File: config.mk
export PLATFORM = sky130hd
export DESIGN_NAME = iosc_core_clock_ctrl
export DESIGN_NICKNAME = d
export VERILOG_FILES = /design/src/verilog/iosc_core_clock_ctrl.v /design/src/verilog/iosc_divider.v
export VERILOG_INCLUDE_DIRS = /design/src /design/src/verilog
export SDC_FILE = /design/constraint.sdc
export NUM_CORES = 1
export LEC_CHECK = 0
export BUFFER_PORTS_ARGS = -buffer_cell sky130_fd_sc_hd__buf_4
export CAP_MARGIN = 20
export CORE_ASPECT_RATIO = 0.8
export CORE_UTILIZATION = 44
export DETAILED_ROUTE_END_ITERATION = 8
export SYNTH_ARGS = -nofsm -noshare
export SYNTH_HDL_FRONTEND = slang
export SYNTH_HIERARCHICAL = 1
export SYNTH_SLANG_ARGS = --single-unit
File: constraint.sdc
create_clock -name core_clk -period 2.3 [get_ports core_clk]
set_input_delay 0.345 -clock core_clk [delete_from_list [all_inputs] [get_ports core_clk]]
set_output_delay 0.345 -clock core_clk [all_outputs]
set_load 0.02 [all_outputs]
File: src/verilog/iosc_defines.vh
`ifndef IOSC_DEFINES_VH
`define IOSC_DEFINES_VH
// register map
`define IOSC_ADDR_W        8
`define IOSC_CTRL_OFS      8'hb2
`define IOSC_CAL_OFS       8'hb3
`define IOSC_CLKSEL_OFS    8'hb4
`define IOSC_MULT_OFS      8'hb5
// control register fields and reset
`define IOSC_CTRL_RESET    8'hc0
`define IOSC_CTRL_EN_BIT   7
`define IOSC_CTRL_RDY_BIT  6
`define IOSC_CTRL_SUS_BIT  5
`define IOSC_DIV_MSB       2
`define IOSC_DIV_LSB       0
// calibration factory value, arbitrary neutral code for 24.5 MHz
`define IOSC_CAL_RESET     8'h40
// clock source select codes
`define IOSC_SRC_INT       2'h0
`define IOSC_SRC_EXT       2'h1
`define IOSC_SRC_RTC       2'h2
`define IOSC_SRC_MULT      2'h3
`define IOSC_CLKSEL_RESET  8'h00
// multiplier: bits 1:0 base, bits 4:2 scale code
`define IOSC_MB_INT2       2'h0
`define IOSC_MB_EXT2       2'h1
`define IOSC_MB_EXT4       2'h2
`define IOSC_MULT_RESET    8'h00
// ready settle time after enable or wake
`define IOSC_SETTLE_NS     200
`define IOSC_CLK_NS        25
`define IOSC_SETTLE_CYC    ((`IOSC_SETTLE_NS + `IOSC_CLK_NS - 1) / `IOSC_CLK_NS)
`endif

File: src/verilog/iosc_core_clock_ctrl.v
`timescale 1ns/1ps
`default_nettype none
`include "iosc_defines.vh"
module iosc_core_clock_ctrl (
  input  wire       core_clk,
  input  wire       rst,
  input  wire [7:0] reg_addr,
  input  wire [7:0] reg_wdata,
  input  wire       reg_wr,
  input  wire       reg_rd,
  output reg  [7:0] reg_rdata,
  input  wire       ext_clk_tick,
  input  wire       rtc_clk_tick,
  input  wire       port0_match,
  input  wire       port1_match,
  input  wire       cmp0_enabled,
  input  wire       cmp0_out,
  input  wire       cmp1_enabled,
  input  wire       cmp1_out,
  input  wire       rtc_osc_fail,
  input  wire       rtc_alarm,
  output reg        core_clk_en,
  output reg        osc_running,
  output reg  [7:0] osc_trim,
  output reg        suspended,
  output reg        wake_pulse
);
  localparam [1:0] ST_RUN = 2'b01;
  localparam [1:0] ST_SUS = 2'b10;
  localparam integer SETTLE_FULL = `IOSC_SETTLE_CYC;
  localparam [7:0]   SETTLE      = SETTLE_FULL[7:0];

  reg  [1:0] state;
  reg        osc_en;
  reg  [2:0] div_sel;
  reg  [1:0] src_sel;
  reg  [1:0] mult_base;
  reg  [2:0] mult_scale;
  reg  [7:0] settle_cnt;
  reg        ready;
  reg  [5:0] wake_s1;
  reg  [5:0] wake_s2;
  reg  [5:0] tick_s1;
  reg  [5:0] tick_s2;
  reg  [2:0] frac_acc;
  reg        mult_tick;
  reg        next_clk_en;
  wire [3:0] acc_sum;
  wire [3:0] acc_left;
  wire       int_tick;
  wire       wake_any;
  wire       int_run;
  wire       ext_tick;
  wire       rtc_tick;
  wire       wr_ctrl;

  function [2:0] scale_den;
    input [2:0] s;
    begin
      if (s < 3'd3 || s > 3'd7)
        scale_den = 3'd2;
      else
        scale_den = s;
    end
  endfunction

  // pins from other domains: two flops before use
  always @(posedge core_clk) begin
    if (rst) begin
      wake_s1 <= 6'h00;
      wake_s2 <= 6'h00;
      tick_s1 <= 6'h00;
      tick_s2 <= 6'h00;
    end else begin
      wake_s1 <= {port0_match, port1_match,
                  cmp0_enabled & ~cmp0_out, cmp1_enabled & ~cmp1_out,
                  rtc_osc_fail, rtc_alarm};
      wake_s2 <= wake_s1;
      tick_s1 <= {4'h0, rtc_clk_tick, ext_clk_tick};
      // bits 3:2 keep the previous level for edge detection
      tick_s2 <= {2'b00, tick_s2[1:0], tick_s1[1:0]};
    end
  end

  assign wake_any = |wake_s2;
  assign ext_tick = tick_s2[0] & ~tick_s2[2];
  assign rtc_tick = tick_s2[1] & ~tick_s2[3];
  assign wr_ctrl  = reg_wr && (reg_addr == `IOSC_CTRL_OFS);
  assign int_run  = osc_en && (state == ST_RUN);
  // one spare bit so that acc + 2 cannot wrap for n = 7
  assign acc_sum  = {1'b0, frac_acc} + 4'h2;
  assign acc_left = acc_sum - {1'b0, scale_den(mult_scale)};

  iosc_divider u_div (
    .core_clk (core_clk),
    .rst      (rst),
    .run      (int_run),
    .code     (div_sel),
    .tick     (int_tick)
  );

  // register writes and suspend state
  always @(posedge core_clk) begin
    if (rst) begin
      osc_en     <= 1'b1;
      div_sel    <= 3'h0;
      src_sel    <= `IOSC_SRC_INT;
      osc_trim   <= `IOSC_CAL_RESET;
      mult_base  <= `IOSC_MB_INT2;
      mult_scale <= 3'h0;
      state      <= ST_RUN;
      wake_pulse <= 1'b0;
    end else begin
      wake_pulse <= 1'b0;
      case (state)
        ST_RUN: begin
          if (wr_ctrl && reg_wdata[`IOSC_CTRL_SUS_BIT])
            state <= ST_SUS;
        end
        ST_SUS: begin
          if (wake_any) begin
            state      <= ST_RUN;
            wake_pulse <= 1'b1;
          end
        end
        default: state <= ST_RUN;
      endcase
      if (reg_wr) begin
        if (reg_addr == `IOSC_CTRL_OFS) begin
          osc_en  <= reg_wdata[`IOSC_CTRL_EN_BIT];
          div_sel <= reg_wdata[`IOSC_DIV_MSB:`IOSC_DIV_LSB];
        end else if (reg_addr == `IOSC_CAL_OFS) begin
          osc_trim <= reg_wdata;
        end else if (reg_addr == `IOSC_CLKSEL_OFS) begin
          src_sel <= reg_wdata[1:0];
        end else if (reg_addr == `IOSC_MULT_OFS) begin
          mult_base  <= reg_wdata[1:0];
          mult_scale <= reg_wdata[4:2];
        end
      end
    end
  end

  // ready after settle time once running
  always @(posedge core_clk) begin
    if (rst) begin
      settle_cnt <= 8'h00;
      ready      <= 1'b0;
    end else if (!int_run || wr_ctrl) begin
      settle_cnt <= 8'h00;
      ready      <= 1'b0;
    end else if (settle_cnt >= SETTLE - 8'h01) begin
      ready <= 1'b1;
    end else begin
      settle_cnt <= settle_cnt + 8'h01;
    end
  end

  // multiplier: 2/n pulse swallowing on the core clock; base only selects the gating
  always @(posedge core_clk) begin
    if (rst) begin
      frac_acc  <= 3'h0;
      mult_tick <= 1'b0;
    end else begin
      mult_tick <= 1'b0;
      if (mult_scale == 3'h0) begin
        mult_tick <= 1'b1;
      end else if (acc_sum >= {1'b0, scale_den(mult_scale)}) begin
        frac_acc  <= acc_left[2:0];
        mult_tick <= 1'b1;
      end else begin
        frac_acc <= acc_sum[2:0];
      end
    end
  end

  // core clock enable; internal source gated while suspended
  always @* begin
    next_clk_en = 1'b0;
    case (src_sel)
      `IOSC_SRC_INT:  next_clk_en = int_tick;
      `IOSC_SRC_EXT:  next_clk_en = ext_tick;
      `IOSC_SRC_RTC:  next_clk_en = rtc_tick;
      default: begin
        if (mult_base == `IOSC_MB_INT2)
          next_clk_en = osc_en & (state == ST_RUN) & mult_tick;
        else
          next_clk_en = mult_tick;
      end
    endcase
  end

  always @(posedge core_clk) begin
    if (rst) begin
      core_clk_en <= 1'b0;
      osc_running <= 1'b0;
      suspended   <= 1'b0;
    end else begin
      core_clk_en <= next_clk_en;
      osc_running <= int_run;
      suspended   <= (state == ST_SUS);
    end
  end

  // read port: data one cycle after strobe
  always @(posedge core_clk) begin
    if (rst) begin
      reg_rdata <= 8'h00;
    end else if (reg_rd) begin
      if (reg_addr == `IOSC_CTRL_OFS)
        reg_rdata <= {osc_en, ready, 3'b000, div_sel};
      else if (reg_addr == `IOSC_CAL_OFS)
        reg_rdata <= osc_trim;
      else if (reg_addr == `IOSC_CLKSEL_OFS)
        reg_rdata <= {6'h00, src_sel};
      else if (reg_addr == `IOSC_MULT_OFS)
        reg_rdata <= {3'h0, mult_scale, mult_base};
      else
        reg_rdata <= 8'h00;
    end else begin
      reg_rdata <= 8'h00;
    end
  end
endmodule
`default_nettype wire

File: src/verilog/iosc_divider.v
`timescale 1ns/1ps
`default_nettype none
// power-of-two enable generator: one pulse every 2^(7-code) cycles
module iosc_divider (
  input  wire       core_clk,
  input  wire       rst,
  input  wire       run,
  input  wire [2:0] code,
  output reg        tick
);
  reg  [6:0] cnt;
  wire [6:0] last;

  function [6:0] div_last;
    input [2:0] c;
    begin
      div_last = 7'h7f >> c;
    end
  endfunction

  assign last = div_last(code);

  always @(posedge core_clk) begin
    if (rst) begin
      cnt  <= 7'h00;
      tick <= 1'b0;
    end else if (!run) begin
      tick <= 1'b0;
    end else if (cnt >= last) begin
      cnt  <= 7'h00;
      tick <= 1'b1;
    end else begin
      cnt  <= cnt + 7'h01;
      tick <= 1'b0;
    end
  end
endmodule
`default_nettype wire
==> impl_metrics.toml <==
[floorplanning]
core_area_sq_mm = 0.006506
dieArea_sq_mm = 0.007182
die_h_microns = 76
start_util_pct = 46.29
ios = 50
row_count = 26
chipWidth_microns = 94.50

[synth]
synth_edf_count = 0
ys_types = 57
synth-seq-cells = 72
syn-num-nets = 342
syn_area_sq_mm = 0.003012
synthArstFlopShare_pct = 0
ys_warn_count = 6
synth_ff_type = "dfxtp_1"
seq_area_frac_synth_pct = 47.86
syn_inst = 298
syn-mean-instance-area_sq_um = 10.11

[placed_design]
dp.cells = 421
place_congestion = 0.7894
dp_hpwl_mm = 4.354
port_buffers = 49
place_worst_setup_slack_ns = 0.1754

[sta]
max-slew-margin-rel_pct = 60.89
finalSetupViolCount = 0
slew_violations = 0
tns_ns = 0
layout_min_cycle_time_ns = 2.152
worstMarginPinSlew_ns = 0.5867
rsz0062_at_grt = "false"
min_period_over_period_pct = 93.55
setup_ws_ns = 0.1483
hold_viol = 0
fin_skew_ns = 0.008132
fmax_mhz = 464.7

[power]
cellLeakagePower_uw = 0.001654
max-vdd-ir-drop_mv = 0.3679
cellPowerDensity_mw_per_mm2 = 692.6

[cts]
cts_tree = "done"
h-tree-depth = 3
clock_latency_ns = 0.35
cts.path.max_buffers = 2
cts_buffers = 9
clk_pin_slew_worst_paths_ns = 0.08
cts-root-buf = "clkbuf_8"
post-cts-setup-buffer-count = 0
cts-hold-fix-buffers = 0
cts.sinks = 72
cts_resized = 0

[run_status]
status = "finished clean"

[final_layout]
fin_cells = 437
utilization_pct = 56.15
mostFrequentLayoutCells = "dfxtp_1, buf_4, nor2_1"
fin_nets = 392
final_common_cell = "dfxtp_1"
drive_gt1_share_pct = 21.53
area_growth_pct = 21.31
diodes = 0

[worst_setup_path]
reg2reg_depth = 7
worst_setup_path_start_kind = "flip-flop"
cp.required_ns = 2.57
arrival_ns = 2.42
cp-end-kind = "flip-flop"
r2r_slack_ns = 0.15
critPathKind = "flip-flop to flip-flop"
reg2reg_to = "frac_acc[1]$_SDFFE_PP0P_"
timing.rr.start = "mult_scale[1]$_SDFFE_PP0P_"
cp-startpoint = "mult_scale[1]$_SDFFE_PP0P_"
critPathMaxFanout = 6

[global_routing]
grt.total_usage_pct = 18.24
grt_pass1_wl_mm = 9.908
grt_use_met3_pct = 5.988
grtUsageMet1_pct = 26.87
grt_use_met2_pct = 25.29
grt_busiest_layer = "met1"
antenna_found_initial = 0
grt-ovfl-total = 0
first_global_vias = 1987
grt_max_degree = 56

[min_path]
hold_depth = 2
min-delay-start = "cmp1_out"
min_to = "wake_s1[2]$_SDFF_PP0_"
hold_class = "primary input to flip-flop"

[run]
maxCapViolCount = 0

[drt]
wire_per_inst_microns = 14.02
num_vias = 2185
drc = 0
ant_nets = 0
dr.pass1.iters = 5
drt_iter0_markers = 71
wl_mm = 6.127
vias_per_cell = 5.000
==> cells in the mapped netlist (2+ instances only) <==
cell type / number / share of area (%)
a211o_1: 2 / 0.58
a21oi_1: 7 / 1.2
a22oi_1: 6 / 1.5
a31oi_1: 2 / 0.42
and2_1: 5 / 1.0
and3_1: 4 / 0.83
and4b_1: 2 / 0.66
buf_1: 2 / 0.25
clkbuf_1: 5 / 0.62
dfxtp_1: 72 / 48
fa_1: 2 / 1.3
ha_1: 12 / 5.0
inv_1: 10 / 1.2
mux2i_1: 21 / 7.0
nand2_1: 13 / 1.6
nand2b_1: 4 / 0.83
nand3_1: 3 / 0.50
nand3b_1: 2 / 0.50
nand4_1: 2 / 0.42
nor2_1: 38 / 4.7
nor2b_1: 22 / 4.6
nor3_1: 12 / 2.0
nor3b_1: 3 / 0.75
o21a_1: 3 / 0.75
o21ai_0: 3 / 0.50
or3_1: 4 / 0.83
xnor2_1: 5 / 1.5
xor2_1: 3 / 0.87
==> cells by family after synthesis <==
kind of cell,Yosys count,synth area share [%]
buffers and inverters,20,2.908
adders and majority gates,14,6.315
xor gates and xnor gates,8,2.327
muxes,21,6.980
AOI/OAI and AO/OA,34,9.223
DFF,72,47.86
and+or+nand+nor,129,24.39
==> worst max path at each step <==
stage	slack, ns	to	cells after the start
3_5_place_dp	0.18	frac_acc[1]$_SDFFE_PP0P_	7
4_1_cts	0.16	frac_acc[1]$_SDFFE_PP0P_	7
3_3_place_gp	0.24	frac_acc[1]$_SDFFE_PP0P_	7
6_report	0.15	frac_acc[1]$_SDFFE_PP0P_	7
2_1_floorplan	0.31	frac_acc[1]$_SDFFE_PP0P_	7
5_1_grt	0.04	frac_acc[1]$_SDFFE_PP0P_	7
==> worst max-delay path, cell delays in order (launching register included) <==
cell and delay (ns):
dfxtp_1 0.35, o21a_1 0.20, ha_1 0.18, fa_1 0.40, a21bo_2 0.21, a31oi_1 0.18, or3_1 0.40, a31oi_1 0.16
==> registers in the layout (all words and copies together) (netlist names), 3 cells and up <==
signal and count:
div_sel 3, frac_acc 3, mult_scale 3, osc_trim 8, reg_rdata 8, settle_cnt 8
tick_s2 4, u_div/cnt 7, wake_s1 6, wake_s2 6
==> through the flow <==
| step | total power [uW] | hold WS, ns | cell area [sq um] |
|---|---|---|---|
| floorplan | 1393 | 0.4138 | 3012 |
| global placement | 1456 | 0.4194 | 3435 |
| detailed placement | 1458 | 0.4270 | 3435 |
| CTS | 2560 | 0.1254 | 3654 |
| global route | 2633 | 0.1333 | 3654 |
| finish | 2530 | 0.1463 | 3654 |
==> final cells by class <==
| cell class | instances | area, sq um |
|---|---|---|
| clock buffers | 10 | 127.6 |
| clock inverters | 6 | 91.34 |
| fillers | 605 | 2853 |
| inverters | 10 | 37.54 |
| multi-input cells | 206 | 1483 |
| flip-flops and latches | 72 | 1441 |
| well taps | 84 | 105.1 |
| repair buffers | 49 | 367.9 |
==> per-layer routing <==
| layer | routed length, microns | up-vias |
|---|---|---|
| met2 | 2485 | 46 |
| met1 | 3287 | 992 |
| met4 | 64 | 0 |
| met3 | 290 | 9 |
| met5 | 0 | - |
| li1 | - | 1138 |
==> where the power goes <==
group	internal [uW]	switching [uW]	total (uW)
registers	1270	14.8	1290
logic	72.3	70.5	143
clock network	617	484	1100
Power figures use the tool's default switching activity.
